$ cat src/hw/wdx_pkg.sv
/*
  constants, register map and carrier types of the waveform dead-time and
  fault register block.
  assumes a single 40 mhz peripheral clock and an axi4-lite register bus.
*/
// Operation
// - fault action 00 means no action; codes 01 and 10 are reserved
// - fault action 11 clears direction bits of enabled dead-time channels on fault
// - fault flag in status bit 2 sets on any masked event channel; the code sets it only while fault action is not 00
// - fault flag clears only when software writes one to it
// - valid buffer moves into working register at next update only
// - buffer transfer is held off while the timer lock-update flag is set
// - both-sides write loads low and high dead-time registers together
// - both-sides buffer write loads low and high buffers together
// - low-side dead-time register holds an 8-bit cycle count
// - high-side dead-time register holds an 8-bit cycle count
// - valid low-side buffer copies into low-side register on update
// - valid high-side buffer copies into high-side register on update
// - override enable register accepts writes only while fault flag is zero
// - each override enable bit overrides the port output bit of its pin
// - override acts on output value only, never on pin direction
// - masked fault inputs of all event channels are ored together
// - fault action starts at most two clock cycles after the event
// - latched mode needs flag clear and fault gone; cycle mode fault gone; then update
// - leaving fault restores direction bits cleared by the fault action
package wdx_pkg;

  // ==========================================================================
  // register word indices, matched against address bits 5:2
  localparam logic [3:0] WDX_OFS_CTRL = 4'h0;
  localparam logic [3:0] WDX_OFS_FMASK = 4'h2;
  localparam logic [3:0] WDX_OFS_FCTRL = 4'h3;
  localparam logic [3:0] WDX_OFS_STATUS = 4'h4;
  localparam logic [3:0] WDX_OFS_DEAD_TIME_BOTH_SIDES = 4'h6;
  localparam logic [3:0] WDX_OFS_DEAD_TIME_BOTH_BUFFER_WRITE = 4'h7;
  localparam logic [3:0] WDX_OFS_DTLOW = 4'h8;
  localparam logic [3:0] WDX_OFS_DTHIGH = 4'h9;
  localparam logic [3:0] WDX_OFS_DTLOWBUF = 4'ha;
  localparam logic [3:0] WDX_OFS_DTHIGHBUF = 4'hb;
  localparam logic [3:0] WDX_OFS_OVEN = 4'hc;
  localparam int WDX_ADDR_W = 6;

  // ==========================================================================
  // field positions
  localparam int WDX_ST_FAULT_BIT = 2;
  localparam int WDX_ST_HIV_BIT = 1;
  localparam int WDX_ST_LOV_BIT = 0;
  localparam int WDX_FC_MODE_BIT = 2;
  localparam int WDX_FC_DBD_BIT = 4;
  localparam logic [7:0] WDX_CTRL_MASK = 8'h3f;
  localparam logic [7:0] WDX_FCTRL_MASK = 8'h17;
  localparam logic [7:0] WDX_RESET_VAL = 8'h00;

  // ==========================================================================
  // fault action codes and responses
  localparam logic [1:0] WDX_ACT_NONE = 2'h0;
  localparam logic [1:0] WDX_ACT_CLEAR_DIR = 2'h3;
  localparam logic [1:0] WDX_RESP_OKAY = 2'h0;
  localparam logic [1:0] WDX_RESP_SLVERR = 2'h2;

  // port-side output carrier
  typedef struct packed {
    logic [7:0] dir;
    logic [7:0] ov_en;
  } wdx_port_t;

endpackage

$ cat src/hw/wdx_top.sv
/*
  waveform extension register block: fault protection, dead-time registers
  with double buffers, output override enable, behind an axi4-lite slave.
  assumes synchronous inputs from the timer (update, lock-update), the event
  system and the port direction register, all on i_clk.
*/
// Implementation choice: register access over AXI4-Lite.
module wdx_top #(
  parameter int NCH = 8
) (
  input wire logic i_clk,
  input wire logic i_rst_n,
  input wire logic [5:0] i_awaddr,
  input wire logic i_awvalid,
  output logic o_awready,
  input wire logic [31:0] i_wdata,
  input wire logic [3:0] i_wstrb,
  input wire logic i_wvalid,
  output logic o_wready,
  output logic [1:0] o_bresp,
  output logic o_bvalid,
  input wire logic i_bready,
  input wire logic [5:0] i_araddr,
  input wire logic i_arvalid,
  output logic o_arready,
  output logic [31:0] o_rdata,
  output logic [1:0] o_rresp,
  output logic o_rvalid,
  input wire logic i_rready,
  input wire logic [NCH-1:0] i_events,
  input wire logic i_debug_break,
  input wire logic i_update,
  input wire logic i_timer_lock_update_flag,
  input wire logic [7:0] i_port_dir,
  output wdx_pkg::wdx_port_t o_port,
  output logic o_fault_active,
  output logic [7:0] o_low_side_dead_cycles,
  output logic [7:0] o_high_side_dead_cycles
);

  // ==========================================================================
  // reset synchroniser
  logic rst_q1_r;
  logic rst_r;
  always_ff @(posedge i_clk or negedge i_rst_n) begin
    if (!i_rst_n) begin
      rst_q1_r <= 1'b0;
      rst_r <= 1'b0;
    end else begin
      rst_q1_r <= 1'b1;
      rst_r <= rst_q1_r;
    end
  end
  wire rst_n = rst_r;

  // ==========================================================================
  // axi4-lite write channel capture
  logic aw_held_r;
  logic w_held_r;
  logic [5:0] awaddr_r;
  logic [7:0] wdata_r;
  logic wstrb0_r;
  logic wr_fire;
  assign wr_fire = aw_held_r && w_held_r && !o_bvalid;

  // address and data are taken in either order, response after both
  always_ff @(posedge i_clk or negedge rst_n) begin
    if (!rst_n) begin
      aw_held_r <= 1'b0;
      w_held_r <= 1'b0;
      awaddr_r <= 6'h00;
      wdata_r <= 8'h00;
      wstrb0_r <= 1'b0;
      o_awready <= 1'b0;
      o_wready <= 1'b0;
    end else begin
      o_awready <= !aw_held_r && !(i_awvalid && o_awready);
      o_wready <= !w_held_r && !(i_wvalid && o_wready);
      if (i_awvalid && o_awready) begin
        aw_held_r <= 1'b1;
        awaddr_r <= i_awaddr;
      end else if (wr_fire) begin
        aw_held_r <= 1'b0;
      end
      if (i_wvalid && o_wready) begin
        w_held_r <= 1'b1;
        wdata_r <= i_wdata[7:0];
        wstrb0_r <= i_wstrb[0];
      end else if (wr_fire) begin
        w_held_r <= 1'b0;
      end
    end
  end

  // address decode shared by both channels
  function automatic logic addr_known(input logic [5:0] a);
    logic [3:0] idx;
    idx = a[5:2];
    addr_known = (a[1:0] == 2'h0) && (idx != 4'h1) && (idx != 4'h5) && (idx <= 4'hc);
  endfunction

  // write strobe per register, only with byte lane 0 enabled
  logic wr_ok;
  logic [3:0] wr_idx;
  assign wr_ok = wr_fire && wstrb0_r && addr_known(awaddr_r);
  assign wr_idx = awaddr_r[5:2];
  function automatic logic hit(input logic [3:0] ofs, input logic [3:0] idx, input logic en);
    hit = en && (idx == ofs);
  endfunction

  // write response
  always_ff @(posedge i_clk or negedge rst_n) begin
    if (!rst_n) begin
      o_bvalid <= 1'b0;
      o_bresp <= wdx_pkg::WDX_RESP_OKAY;
    end else if (wr_fire) begin
      o_bvalid <= 1'b1;
      o_bresp <= addr_known(awaddr_r) ? wdx_pkg::WDX_RESP_OKAY : wdx_pkg::WDX_RESP_SLVERR;
    end else if (i_bready) begin
      o_bvalid <= 1'b0;
    end
  end

  // ==========================================================================
  // configuration registers
  logic [7:0] ctrl_r;
  logic [NCH-1:0] fault_event_channel_mask_r;
  logic [7:0] fctrl_r;
  logic [1:0] fault_action_select;
  logic fault_restart_mode;
  logic ignore_debug_break_fault;
  assign fault_action_select = fctrl_r[1:0];
  assign fault_restart_mode = fctrl_r[wdx_pkg::WDX_FC_MODE_BIT];
  assign ignore_debug_break_fault = fctrl_r[wdx_pkg::WDX_FC_DBD_BIT];

  always_ff @(posedge i_clk or negedge rst_n) begin
    if (!rst_n) begin
      ctrl_r <= wdx_pkg::WDX_RESET_VAL;
      fault_event_channel_mask_r <= '0;
      fctrl_r <= wdx_pkg::WDX_RESET_VAL;
    end else begin
      if (hit(wdx_pkg::WDX_OFS_CTRL, wr_idx, wr_ok)) begin
        ctrl_r <= wdata_r & wdx_pkg::WDX_CTRL_MASK;
      end
      if (hit(wdx_pkg::WDX_OFS_FMASK, wr_idx, wr_ok)) begin
        fault_event_channel_mask_r <= wdata_r[NCH-1:0];
      end
      if (hit(wdx_pkg::WDX_OFS_FCTRL, wr_idx, wr_ok)) begin
        fctrl_r <= wdata_r & wdx_pkg::WDX_FCTRL_MASK;
      end
    end
  end

  // ==========================================================================
  // fault detection
  logic fault_in;
  logic prot_on;
  assign prot_on = (fault_action_select != wdx_pkg::WDX_ACT_NONE);
  assign fault_in = prot_on && ((|(i_events & fault_event_channel_mask_r))
                    || (i_debug_break && !ignore_debug_break_fault));

  logic fault_detected_flag_r;
  logic st_wr;
  assign st_wr = hit(wdx_pkg::WDX_OFS_STATUS, wr_idx, wr_ok);

  // sticky flag, set wins over write-one clear
  always_ff @(posedge i_clk or negedge rst_n) begin
    if (!rst_n) begin
      fault_detected_flag_r <= 1'b0;
    end else if (fault_in) begin
      fault_detected_flag_r <= 1'b1;
    end else if (st_wr && wdata_r[wdx_pkg::WDX_ST_FAULT_BIT]) begin
      fault_detected_flag_r <= 1'b0;
    end
  end

  // fault state: entered the cycle after the event, left at update
  logic fault_state_r;
  logic fault_release;
  assign fault_release = !fault_in && (fault_restart_mode || !fault_detected_flag_r);
  always_ff @(posedge i_clk or negedge rst_n) begin
    if (!rst_n) begin
      fault_state_r <= 1'b0;
    end else if (fault_in) begin
      fault_state_r <= 1'b1;
    end else if (fault_state_r && fault_release && i_update) begin
      fault_state_r <= 1'b0;
    end
  end

  // ==========================================================================
  // dead-time registers and double buffers
  logic [7:0] low_side_dead_cycles_r;
  logic [7:0] high_side_dead_cycles_r;
  logic [7:0] low_side_dead_buffer_r;
  logic [7:0] high_side_dead_buffer_r;
  logic low_side_buffer_valid_r;
  logic high_side_buffer_valid_r;
  logic xfer_ok;
  logic wr_both;
  logic wr_bboth;
  assign xfer_ok = i_update && !i_timer_lock_update_flag;
  assign wr_both = hit(wdx_pkg::WDX_OFS_DEAD_TIME_BOTH_SIDES, wr_idx, wr_ok);
  assign wr_bboth = hit(wdx_pkg::WDX_OFS_DEAD_TIME_BOTH_BUFFER_WRITE, wr_idx, wr_ok);

  // working registers: direct or both-sides write, else buffer transfer
  always_ff @(posedge i_clk or negedge rst_n) begin
    if (!rst_n) begin
      low_side_dead_cycles_r <= wdx_pkg::WDX_RESET_VAL;
      high_side_dead_cycles_r <= wdx_pkg::WDX_RESET_VAL;
    end else begin
      if (wr_both || hit(wdx_pkg::WDX_OFS_DTLOW, wr_idx, wr_ok)) begin
        low_side_dead_cycles_r <= wdata_r;
      end else if (xfer_ok && low_side_buffer_valid_r) begin
        low_side_dead_cycles_r <= low_side_dead_buffer_r;
      end
      if (wr_both || hit(wdx_pkg::WDX_OFS_DTHIGH, wr_idx, wr_ok)) begin
        high_side_dead_cycles_r <= wdata_r;
      end else if (xfer_ok && high_side_buffer_valid_r) begin
        high_side_dead_cycles_r <= high_side_dead_buffer_r;
      end
    end
  end

  // buffers and valid flags; a buffer write beats a same-cycle transfer
  always_ff @(posedge i_clk or negedge rst_n) begin
    if (!rst_n) begin
      low_side_dead_buffer_r <= wdx_pkg::WDX_RESET_VAL;
      high_side_dead_buffer_r <= wdx_pkg::WDX_RESET_VAL;
      low_side_buffer_valid_r <= 1'b0;
      high_side_buffer_valid_r <= 1'b0;
    end else begin
      if (wr_bboth || hit(wdx_pkg::WDX_OFS_DTLOWBUF, wr_idx, wr_ok)) begin
        low_side_dead_buffer_r <= wdata_r;
        low_side_buffer_valid_r <= 1'b1;
      end else if (st_wr && wdata_r[wdx_pkg::WDX_ST_LOV_BIT]) begin
        low_side_buffer_valid_r <= 1'b1;
      end else if (xfer_ok) begin
        low_side_buffer_valid_r <= 1'b0;
      end
      if (wr_bboth || hit(wdx_pkg::WDX_OFS_DTHIGHBUF, wr_idx, wr_ok)) begin
        high_side_dead_buffer_r <= wdata_r;
        high_side_buffer_valid_r <= 1'b1;
      end else if (st_wr && wdata_r[wdx_pkg::WDX_ST_HIV_BIT]) begin
        high_side_buffer_valid_r <= 1'b1;
      end else if (xfer_ok) begin
        high_side_buffer_valid_r <= 1'b0;
      end
    end
  end

  // ==========================================================================
  // output override enable, writes blocked while fault flag is set
  logic [7:0] pin_output_override_mask_r;
  always_ff @(posedge i_clk or negedge rst_n) begin
    if (!rst_n) begin
      pin_output_override_mask_r <= wdx_pkg::WDX_RESET_VAL;
    end else if (hit(wdx_pkg::WDX_OFS_OVEN, wr_idx, wr_ok) && !fault_detected_flag_r) begin
      pin_output_override_mask_r <= wdata_r;
    end
  end

  // ==========================================================================
  // port outputs: direction masked during fault with action 11, override bits per pin
  logic [7:0] dti_pins;
  always_comb begin
    for (int k = 0; k < 4; k++) begin
      dti_pins[2*k] = ctrl_r[k];
      dti_pins[2*k+1] = ctrl_r[k];
    end
  end
  logic clear_dir;
  assign clear_dir = fault_state_r && (fault_action_select == wdx_pkg::WDX_ACT_CLEAR_DIR);

  always_ff @(posedge i_clk or negedge rst_n) begin
    if (!rst_n) begin
      o_port <= '0;
      o_fault_active <= 1'b0;
      o_low_side_dead_cycles <= wdx_pkg::WDX_RESET_VAL;
      o_high_side_dead_cycles <= wdx_pkg::WDX_RESET_VAL;
    end else begin
      o_port.dir <= clear_dir ? (i_port_dir & ~dti_pins) : i_port_dir;
      o_port.ov_en <= pin_output_override_mask_r;
      o_fault_active <= fault_state_r;
      o_low_side_dead_cycles <= low_side_dead_cycles_r;
      o_high_side_dead_cycles <= high_side_dead_cycles_r;
    end
  end

  // ==========================================================================
  // read channel
  function automatic logic [7:0] rd_mux(input logic [3:0] idx);
    case (idx)
      wdx_pkg::WDX_OFS_CTRL: rd_mux = ctrl_r;
      wdx_pkg::WDX_OFS_FMASK: rd_mux = 8'(fault_event_channel_mask_r);
      wdx_pkg::WDX_OFS_FCTRL: rd_mux = fctrl_r;
      wdx_pkg::WDX_OFS_STATUS: rd_mux = {5'h00, fault_detected_flag_r,
                                         high_side_buffer_valid_r, low_side_buffer_valid_r};
      wdx_pkg::WDX_OFS_DTLOW: rd_mux = low_side_dead_cycles_r;
      wdx_pkg::WDX_OFS_DTHIGH: rd_mux = high_side_dead_cycles_r;
      wdx_pkg::WDX_OFS_DTLOWBUF: rd_mux = low_side_dead_buffer_r;
      wdx_pkg::WDX_OFS_DTHIGHBUF: rd_mux = high_side_dead_buffer_r;
      wdx_pkg::WDX_OFS_OVEN: rd_mux = pin_output_override_mask_r;
      default: rd_mux = 8'h00;
    endcase
  endfunction

  // one read at a time, data one cycle after the address is taken
  always_ff @(posedge i_clk or negedge rst_n) begin
    if (!rst_n) begin
      o_arready <= 1'b0;
      o_rvalid <= 1'b0;
      o_rdata <= 32'h0000_0000;
      o_rresp <= wdx_pkg::WDX_RESP_OKAY;
    end else begin
      o_arready <= !o_rvalid && !(i_arvalid && o_arready);
      if (i_arvalid && o_arready) begin
        o_rvalid <= 1'b1;
        o_rdata <= {24'h000000, rd_mux(i_araddr[5:2])};
        o_rresp <= addr_known(i_araddr) ? wdx_pkg::WDX_RESP_OKAY : wdx_pkg::WDX_RESP_SLVERR;
      end else if (i_rready) begin
        o_rvalid <= 1'b0;
      end
    end
  end

endmodule

$ cat config.mk
export PLATFORM = sky130hd
export DESIGN_NAME = wdx_top
export DESIGN_NICKNAME = d
export VERILOG_FILES = /design/src/hw/wdx_pkg.sv /design/src/hw/wdx_top.sv
export SDC_FILE = /design/constraint.sdc
export NUM_CORES = 1
export LEC_CHECK = 0
export BUFFER_PORTS_ARGS = -buffer_cell sky130_fd_sc_hd__buf_2
export CAP_MARGIN = 10
export CORE_MARGIN = 2
export CORE_UTILIZATION = 57
export DETAILED_ROUTE_END_ITERATION = 6
export PLACE_DENSITY = 0.95
export SYNTH_ARGS = -nofsm -noshare
export SYNTH_HDL_FRONTEND = slang
export SYNTH_SLANG_ARGS = --single-unit
$ cat constraint.sdc
create_clock -name i_clk -period 7.2 [get_ports i_clk]
set_clock_uncertainty 0.1 [all_clocks]
set_input_delay 0.36 -clock i_clk [delete_from_list [all_inputs] [get_ports i_clk]]
set_output_delay 0.36 -clock i_clk [all_outputs]
set_load 0.01 [all_outputs]
==> results of run 1 <==
-- report_power, final --
| group | internal (mW) | switching (mW) |
|---|---|---|
| Combinational | 0.296 | 0.263 |
| Sequential | 0.966 | 0.256 |
| Clock | 0.506 | 0.299 |
-- cells in the final DEF, fill, tap and decap left out, drive strengths merged, types with 5 or more instances in the layout --
| master | synthesis | layout |
|---|---|---|
| dfrtp | 129 | 129 |
| buf | 41 | 95 |
| mux2 | 64 | 64 |
| dlygate4sd3 | 0 | 29 |
| conb | 2 | 27 |
| mux2i | 24 | 24 |
| a21oi | 22 | 22 |
| nor2 | 21 | 21 |
| clkbuf | 9 | 21 |
| nand2 | 19 | 19 |
| nand3 | 13 | 13 |
| o21ai | 13 | 13 |
| a21boi | 8 | 8 |
| inv | 7 | 7 |
| nand3b | 7 | 7 |
| a22o | 5 | 5 |
| clkinv | 0 | 5 |
-- per-stage QoR --
stage	hold slack [ns]	cells	worst slack, ns	util	power (mW)
2_1_floorplan	-0.0356	475	3.24	-	1.54
3_3_place_gp	0.0446	653	5.00	0.628	1.70
3_5_place_dp	0.0482	653	4.89	0.628	1.76
4_1_cts	0.0309	713	4.93	0.716	2.59
5_1_grt	0.0507	713	4.79	0.716	2.70
6_report	0.0457	713	4.93	0.716	2.59
-- logic make-up (layout without fill, tap and decap cells) --
logic type	count (synthesis)	after routing
AO/OA/AOI/OAI	79	79
buffers and inverters	57	162
other	2	27
multiplexers	90	90
flip-flops	129	129
AND/OR/NAND/NOR	93	93
-- worst max-delay path, cell delays in order, from the launching register on --
cell and delay, ns:
dfrtp_1 0.41, nand3b_1 0.40, nor3_2 0.39, nand4_2 0.42, mux2_2 0.42
-- final cells by class --
type                       instances  area, µm²
multi-input combinational        289       2210
inverter                           7       26.3
fill                             661       2770
tap                              133        166
sequential                       129       3230
clock buffer                      21        449
timing repair buffer             124        768
clock inverter                    10        111
-- worst paths after layout --
check / startpoint / endpoint / slack, ns / cells after the start
max: o_bvalid / pin_output_override_mask_r[1] / 4.93 / 4
min: i_rst_n / rst_n / 0.05 / 2
max reg2reg: o_bvalid / pin_output_override_mask_r[1] / 4.93 / 4
min reg2reg: rst_q1_r / rst_n / 0.25 / 0
max in group asynchronous: rst_n / fault_event_channel_mask_r[7] / 5.37 / 1
min in group i_clk: i_araddr[0] / o_rresp[1] / 0.05 / 3
-- registers in the layout (all words and copies together), names as in the netlist, 4 cells and up --
register,flops
o_port,16
fault_event_channel_mask_r,8
high_side_dead_buffer_r,8
high_side_dead_cycles_r,8
low_side_dead_buffer_r,8
low_side_dead_cycles_r,8
o_high_side_dead_cycles,8
o_low_side_dead_cycles,8
o_rdata,8
pin_output_override_mask_r,8
wdata_r,8
awaddr_r,6
ctrl_r,6
fctrl_r,4
-- per-layer routing --
metal | vias up | part of all wire | global-route usage
met5 | - | 0 | 0
met4 | 0 | 0.031 | 0.128
met3 | 34 | 0.093 | 0.0620
met2 | 263 | 0.50 | 0.423
met1 | 2025 | 0.37 | 0.332
li1 | 1804 | - | -
==> out/results.tsv, run 1 <==
stage	metric	value	unit
timing	final_hold_viol_count	0	
route	drt-wirelength-per-cell	18.8	µm
clock_network	clk_pin_slew_worst_paths	0.06	ns
timing	finalSetupViolCount	0	
min_path	holdCritPathClass	in -> async	
synth	synth-seq-cells	129	
clock_network	post_cts_resized	0	
floorplanning	io-pin-count	148	
timing	final-max-slew-violation-count	0	
critical_path	critPathKind	reg -> reg	
outcome	status	finished, final reports clean	
clock_network	htreeDepth	4	
timing	post-route-period-util	0.316	
synth	synth-compound-area-share	0.0997	
synth	synth_top_area_cell	dfrtp_1	
critical_path	cp.required	7.50	ns
floorplanning	core-area	9730	µm²
floorplanning	core.rowCount	36	
timing	fin_crit	2.27	ns
route	wl	13.4	mm
floorplanning	fp.dieH	104	µm
critical_path	start_kind	register	
clock_network	ctsRootBufferMaster	clkbuf_8	
clock_network	clock_latency	0.52	ns
synth	yosysMostFrequentCell	dfrtp_1	
power_and_ir_drop	leakage	3.45	nW
floorplanning	die_w	104	µm
synth	synth.avg_cell_area	12.6	µm²
global_route	first_global_vias	4116	
global_route	antenna_found_initial	0	
clock_network	numCtsBuffers	17	
clock_network	cts_sinks	129	
placed_design	dp_hpwl	8.80	mm
synth	synth_common_cells	dfrtp_1, mux2_2, buf_4	
synth	netlist.area_leader.share	0.568	
critical_path	path_max_fanout	8	
critical_path	endpoint_kind	register	
synth	synthCells	450	
global_route	grt_first_pass_wirelength	21.8	mm
floorplanning	die_area	10800	µm²
synth	synth_flop_cell	dfrtp_1	
flow_run	cap_violations	0	
synth	synth_top_family_by_area	multiplexers	
synth	synthMuxAreaShare	0.177	
synth	synth_edf_count	0	
route	dr.pass1.iters	6	
clock_network	cts_tree	yes	
power_and_ir_drop	power_density	371	nW/µm²
timing	fmax	0.440	GHz
clock_network	postCtsSetupRepairBufs	0	
layout	fin_area	6960	µm²
layout	diodes	0	
timing	tns	0	ns
placed_design	dpl_cell_area	6110	µm²
global_route	grt_overflow	0	
synth	synthArstFlopShare	1.00	
floorplanning	start_util	0.584	
layout	synthToLayoutAreaGrowth	22.5	%
layout	layout.nets	642	
timing	rsz0062_at_grt	false	
power_and_ir_drop	vdd_drop_max	0.260	mV
synth	synth-simple-area-share	0.0940	
global_route	grt_max_degree	77	
clock_network	clk_path_buf_depth	2	
timing	slew_headroom	0.359	
synth	ys_top_cells_by_area	dfrtp_1, mux2_2, mux2i_1	
route	drt-initial-drc-count	335	
critical_path	arrival	2.57	ns
route	detail_route.vias_per_cell	5.79	
route	drc	0	
synth	syn-cell-area	5680	µm²
synth	post_synth_fa_ha_maj_area_fraction	0	
placed_design	gp_congestion	0.946	
synth	seq_area_frac_synth	0.568	
global_route	grt_usage	0.261	
route	via_count	4126	
placed_design	io_buffers	94	
synth	synth_xor_area_frac	0	
route	antenna_left	0	
timing	worst_pin_slew	0.962	ns
synth	synth.distinct_cells	63	
layout	layout-drive-gt1-share	0.362	
clock_network	hold_buffers	29	
synth	synth-warning-count	0	
(Power assumes the default switching activity.)
==> run 2, diff against run 1 <==
--- a/config.mk
+++ b/config.mk
@@ -8,9 +8,9 @@
 export BUFFER_PORTS_ARGS = -buffer_cell sky130_fd_sc_hd__buf_2
 export CAP_MARGIN = 10
 export CORE_MARGIN = 2
-export CORE_UTILIZATION = 57
+export CORE_UTILIZATION = 48
 export DETAILED_ROUTE_END_ITERATION = 6
-export PLACE_DENSITY = 0.95
+export PLACE_DENSITY = 0.86
 export SYNTH_ARGS = -nofsm -noshare
 export SYNTH_HDL_FRONTEND = slang
 export SYNTH_SLANG_ARGS = --single-unit
==> constraint.sdc (replaced) <==
create_clock -name i_clk -period 1.95 [get_ports i_clk]
set_clock_uncertainty 0.1 [all_clocks]
set_input_delay 0.0975 -clock i_clk [delete_from_list [all_inputs] [get_ports i_clk]]
set_output_delay 0.0975 -clock i_clk [all_outputs]
set_load 0.01 [all_outputs]
==> run 2 against run 1 <==
The run now ends with setup timing left. Setup slack worse by 5.0 ns. Core utilization down 7.2 points. Cell count up 5.9%. Via count up 3.3%. Sequential share of layout area down 2.6 points. First-iteration DRC count up 11%. Routed wire length up 9.8%. Sequential power rose to 3.7 times the previous value. Power rose to 4.0 times the previous value. Global-route usage down 2.2 points.
==> out/results.tsv, run 2 (synthesis gave the netlist of run 1 again) <==
stage	metric	value	unit	change
outcome	status	finished, violations left		
outcome	violations	setup timing		
timing	finalSetupViolCount	8		+8
critical_path	cp_top_family	simple AND/OR/NAND/NOR gates		
global_route	grt_first_pass_wirelength	23.1	mm	+6.1%
critical_path	critPathBufInv	1		+1
placed_design	io_buffers	94		unchanged
critical_path	cp.required	2.15	ns	-5.35 ns
global_route	grt_max_degree	57		-26%
timing	final-max-slew-violation-count	0		unchanged
route	drc	0		unchanged
floorplanning	core-area	11500	µm²	+18%
flow_run	cap_violations	0		unchanged
power_and_ir_drop	p_total	10.2	mW	+300%
critical_path	cpPeakStageDelay	0.45	ns	+0.03 ns
placed_design	dpl_worst_slack	0.0471	ns	-4.84 ns
power_and_ir_drop	vdd_drop_max	0.750	mV	+190%
timing	post-route-period-util	1.01		+0.697
placed_design	gp_congestion	0.880		-6.9%
layout	synthToLayoutAreaGrowth	29.8	%	
layout	largest_reg_flops	16		unchanged
floorplanning	io-pin-count	148		unchanged
power_and_ir_drop	leakage	3.68	nW	+6.5%
timing	slew_headroom	0.550		+0.192
min_path	holdCritPathClass	reg -> async		
clock_network	ctsRootBufferMaster	clkbuf_16		
layout	layout-drive-gt1-share	0.395		+0.0334
timing	tns	-0.151	ns	-0.151 ns
global_route	grt_usage	0.239		-0.0225
clock_network	numCtsBuffers	17		unchanged
layout	final_common_cell	dfrtp_1		
critical_path	critPathKind	reg -> reg		
critical_path	endpoint_kind	register		
critical_path	path_max_fanout	8		unchanged
critical_path	crit_slowest_cell	or3b_4		
layout	regMostFlops	o_port		
critical_path	path_cells	or3b_4, nor3_2, nand4_2, buf_12, mux2_2		
route	via_count	4262		+3.3%
timing	worst_slack	-0.0252	ns	-4.95 ns
floorplanning	die_area	12700	µm²	+18%
critical_path	start_kind	register		
timing	fin_crit	1.98	ns	-0.298 ns
clock_network	htreeDepth	4		unchanged
timing	worst_pin_slew	0.673	ns	-0.289 ns
clock_network	clk_path_buf_depth	2		unchanged
timing	rsz0062_at_grt	true		
clock_network	clk_pin_slew_worst_paths	0.05	ns	about the same
floorplanning	core.rowCount	39		+8.3%
route	drt-wirelength-per-cell	19.5	µm	+3.7%
clock_network	cts_sinks	129		unchanged
layout	layout.nets	673		+4.8%
route	detail_route.vias_per_cell	5.65		-2.5%
route	antenna_left	0		unchanged
placed_design	dp_hpwl	9.47	mm	+7.6%
timing	final_hold_viol_count	0		unchanged
floorplanning	start_util	0.496		-0.0885
clock_network	cts_tree	yes		
global_route	antenna_found_initial	0		unchanged
floorplanning	fp.dieH	113	µm	+8.6%
floorplanning	die_w	113	µm	+8.6%
layout	diodes	0		unchanged
layout	fillCellCount	802		+21%
clock_network	clock_latency	0.42	ns	-0.10 ns
global_route	first_global_vias	4433		+7.7%
power_and_ir_drop	power_density	1390	nW/µm²	+270%
route	dr.pass1.iters	5		-1
timing	fmax	0.506	GHz	+15%
layout	layout_common_cells	dfrtp_1, buf_2, mux2_2		
route	wl	14.7	mm	+9.8%
critical_path	arrival	2.18	ns	-0.39 ns
global_route	grt_overflow	0		unchanged
route	drt-initial-drc-count	372		+11%
==> run 2: changes by cell type in the layout (fill, tap and decap cells not counted), sizes merged <==
| cell | change |
|---|---|
| dlygate4sd3 | +5 |
| clkinvlp | -1 |
| clkbuf | +2 |
| bufinv | +2 |
| buf | +26 |
| clkinv | -2 |
==> run 2: worst paths after layout <==
| kind | from | end | slack (ns) | cells after the start |
|---|---|---|---|---|
| max in group asynchronous | rst_n | o_rdata[5] | 0.95 | 1 |
| max reg2reg | awaddr_r[1] | pin_output_override_mask_r[7] | -0.03 | 5 |
| min in group i_clk | i_araddr[2] | o_rdata[3] | 0.11 | 3 |
| min reg2reg | rst_n | o_awready | 0.06 | 0 |
| min | rst_n | o_awready | 0.06 | 0 |
| max | awaddr_r[1] | pin_output_override_mask_r[7] | -0.03 | 5 |
==> run 2: power by group <==
group / switching, mW / internal (mW) / leakage (nW)
clock network: 1.14 / 2.24 / 0.303
logic: 1.14 / 1.26 / 1.75
registers: 0.901 / 3.57 / 1.62
total: 3.18 / 7.07 / 3.68
==> run 2: stage by stage <==
stage                     utilization  instances  instance area [µm²]  hold WS (ns)
after floorplan                     -        475                 5780        -0.298
after global placement          0.553        685                 6340        -0.215
after detailed placement        0.553        685                 6340        -0.214
after CTS                       0.639        751                 7320        0.0595
after global routing            0.643        755                 7380        0.0739
final                           0.643        755                 7380        0.0566
==> run 2: repair_timing <==
item,in CTS,in global routing
hold buffers,34,0
endpoints found under the hold margin,35,0
setup endpoints to repair,5,41
resized for setup,2,7
setup buffers,0,5
==> run 2: final cells by class <==
| cell class | instances | area [µm²] | share of cell area |
|---|---|---|---|
| clock inverters | 9 | 154 | 0.0209 |
| clock buffers | 23 | 478 | 0.0648 |
| flip-flops and latches | 129 | 3230 | 0.438 |
| repair buffers | 155 | 1070 | 0.145 |
| multi-input cells | 289 | 2240 | 0.304 |
| well taps | 143 | 179 | 0.0243 |
| inverters | 7 | 26.3 | 0.00356 |
==> run 2: metal layers <==
metal,part of all wire,vias up,track usage,routed length [µm]
met5,0,-,0,0
met4,0.048,0,0.111,699
met3,0.075,58,0.0637,1110
met2,0.49,247,0.400,7150
li1,-,1861,-,-
met1,0.39,2096,0.289,5730
==> run 3, diff against run 2 <==
--- a/config.mk
+++ b/config.mk
@@ -7,6 +7,7 @@
 export LEC_CHECK = 0
 export BUFFER_PORTS_ARGS = -buffer_cell sky130_fd_sc_hd__buf_2
 export CAP_MARGIN = 10
+export CORE_ASPECT_RATIO = 1.25
 export CORE_MARGIN = 2
 export CORE_UTILIZATION = 48
 export DETAILED_ROUTE_END_ITERATION = 6
==> run 3 against run 2 <==
The run now ends clean. Setup slack better by 0.042 ns. Routed wire length is 3.2% lower. Register-to-register slack better by 0.04 ns. Global-route usage is 1.2 points lower. Sequential share of layout area is 0.052 points higher. Critical endpoint is now high_side_dead_buffer_r[1]. Largest power group unchanged. Highest routed layer unchanged.
==> out/results.tsv, run 3 (synthesis gave the netlist of run 1 again) <==
stage	metric	value	unit	change
global_route	first_global_vias	4205		-5.1%
floorplanning	fp.dieH	126	µm	+11%
route	wl	14.2	mm	-3.2%
critical_path	path_cells	or3b_4, nor3_4, and3_4, clkbuf_16, mux2_2		
clock_network	ctsRootBufferMaster	clkbuf_16		
power_and_ir_drop	p_switching	3.10	mW	-2.6%
layout	final_common_cell	dfrtp_1		
route	antenna_left	0		unchanged
layout	finalNonFillerCells	749		-0.79%
placed_design	gp_congestion	0.900		+2.2%
layout	register_area	3230	µm²	unchanged
critical_path	start_kind	register		
route	detail_route.vias_per_cell	5.49		-2.7%
clock_network	htreeDepth	4		unchanged
timing	tns	0	ns	+0.151 ns
layout	diodes	0		unchanged
power_and_ir_drop	p_clk_frac	0.325		-0.004
power_and_ir_drop	p_int	7.05	mW	-0.32%
global_route	grt_max_degree	49		-14%
timing	rsz0062_at_grt	true		
floorplanning	core-area	11600	µm²	+0.82%
critical_path	path_max_fanout	5		-3
floorplanning	io-pin-count	148		unchanged
layout	largest_reg_flops	16		unchanged
critical_path	cp.required	2.14	ns	about the same
timing	finalSetupViolCount	0		-8
layout	layout_common_cells	dfrtp_1, buf_2, mux2_2		
outcome	status	finished, final reports clean		
global_route	grt_usage	0.226		-0.0121
critical_path	cp.depth	5		unchanged
flow_run	cap_violations	0		unchanged
route	drt-wirelength-per-cell	19.0	µm	-2.4%
layout	regMostFlops	o_port		
clock_network	clk_pin_slew_worst_paths	0.05	ns	about the same
layout	fillCellCount	864		+7.7%
critical_path	arrival	2.12	ns	-0.06 ns
layout	layout-drive-gt1-share	0.390		-0.00590
critical_path	critPathBufInv	1		unchanged
floorplanning	die_w	101	µm	-10%
floorplanning	core.rowCount	44		+13%
timing	worst_slack	0.0171	ns	+0.0424 ns
critical_path	crit_slowest_cell	or3b_4		
layout	multi_input_area	2250	µm²	+0.39%
layout	utilization	0.637		-0.00598
layout	layout.nets	672		-0.15%
placed_design	io_buffers	94		unchanged
timing	slew_headroom	0.577		+0.0272
route	via_count	4114		-3.5%
global_route	grt_overflow	0		unchanged
floorplanning	start_util	0.492		-0.00402
power_and_ir_drop	seqPwrFrac	0.440		+0.004
critical_path	cpPeakStageDelay	0.46	ns	about the same
clock_network	cts_sinks	129		unchanged
min_path	hold_depth	4		
timing	final-max-slew-violation-count	0		unchanged
critical_path	r2r_cells	5		unchanged
global_route	grt_first_pass_wirelength	21.7	mm	-6.2%
critical_path	critPathKind	reg -> reg		
critical_path	endpoint_kind	register		
timing	final_hold_viol_count	0		unchanged
power_and_ir_drop	vdd_drop_max	0.936	mV	+25%
power_and_ir_drop	switching_share	0.305		-0.00482
route	drc	0		unchanged
clock_network	clock_latency	0.40	ns	-0.02 ns
route	dr.pass1.iters	5		unchanged
timing	worst_pin_slew	0.632	ns	-0.0407 ns
timing	fin_crit	1.93	ns	-0.0424 ns
timing	fin_hold_ws	0.0181	ns	-0.0385 ns
critical_path	cp_top_family	simple AND/OR/NAND/NOR gates		
clock_network	cts_tree	yes		
floorplanning	die_area	12700	µm²	about the same
power_and_ir_drop	comb_power_share	0.235		about the same
power_and_ir_drop	leakage	3.69	nW	+0.45%
timing	post-route-period-util	0.991		-0.0217
placed_design	dp_hpwl	9.61	mm	+1.5%
power_and_ir_drop	power_density	1380	nW/µm²	-0.90%
min_path	holdCritPathClass	in -> reg		
route	drt-initial-drc-count	260		-30%
clock_network	numCtsBuffers	17		unchanged
placed_design	numPlacedInstances	681		-0.58%
global_route	antenna_found_initial	0		unchanged
placed_design	dpl_worst_slack	0.0547	ns	+0.00759 ns
layout	synthToLayoutAreaGrowth	29.7	%	
clock_network	clk_path_buf_depth	2		unchanged
timing	fmax	0.517	GHz	+2.2%
==> run 3: layout make-up <==
type,instances,area share
multi-input combinational,289,0.305
tap,138,0.0234
sequential,129,0.439
inverter,7,0.00357
clock inverter,10,0.0214
clock buffer,22,0.0630
timing repair buffer,154,0.145
==> run 3: worst min-delay path, stage by stage <==
cell and delay [ns]:
buf_2 0.09, nand2b_1 0.14, nand2_1 0.07, nand3_1 0.08
==> run 3: what timing repair did <==
action	in CTS	in global routing
hold endpoints to repair	36	0
hold buffers	33	0
setup buffers	0	2
setup endpoints to repair	0	25
resized for setup	0	11
==> run 3: metal layers <==
layer,vias to the layer above,routed length (µm),GRT usage
li1,1867,-,-
met4,0,454,0.0978
met1,2040,5590,0.274
met3,33,824,0.0488
met5,-,0,0
met2,174,7350,0.387
==> run 3: final timing paths <==
| path | from | to | slack, ns |
|---|---|---|---|
| setup / recovery | awaddr_r[1] | high_side_dead_buffer_r[1] | 0.02 |
| hold reg to reg | rst_n | wdata_r[5] | 0.13 |
| min in group asynchronous | rst_n | wdata_r[5] | 0.13 |
| setup reg to reg | awaddr_r[1] | high_side_dead_buffer_r[1] | 0.02 |
| max in group asynchronous | rst_n | o_port[6] | 1.05 |
| hold / removal | i_timer_lock_update_flag | low_side_buffer_valid_r | 0.02 |
==> run 3: power by group through the flow <==
stage | combinational (mW) | clock (mW) | sequential [mW]
6_report | 2.39 | 3.29 | 4.46
5_1_grt | 2.59 | 3.46 | 4.55
4_1_cts | 2.32 | 3.34 | 4.44
3_5_place_dp | 2.24 | 0 | 4.48
3_3_place_gp | 2.15 | 0 | 4.42
2_1_floorplan | 1.47 | 0 | 4.23
==> run 3: through the flow <==
| stage | area [µm²] | power, mW |
|---|---|---|
| after detailed placement | 6330 | 6.71 |
| after floorplan | 5780 | 5.70 |
| after global routing | 7370 | 10.6 |
| after global placement | 6330 | 6.57 |
| after CTS | 7280 | 10.1 |
| final | 7370 | 10.1 |
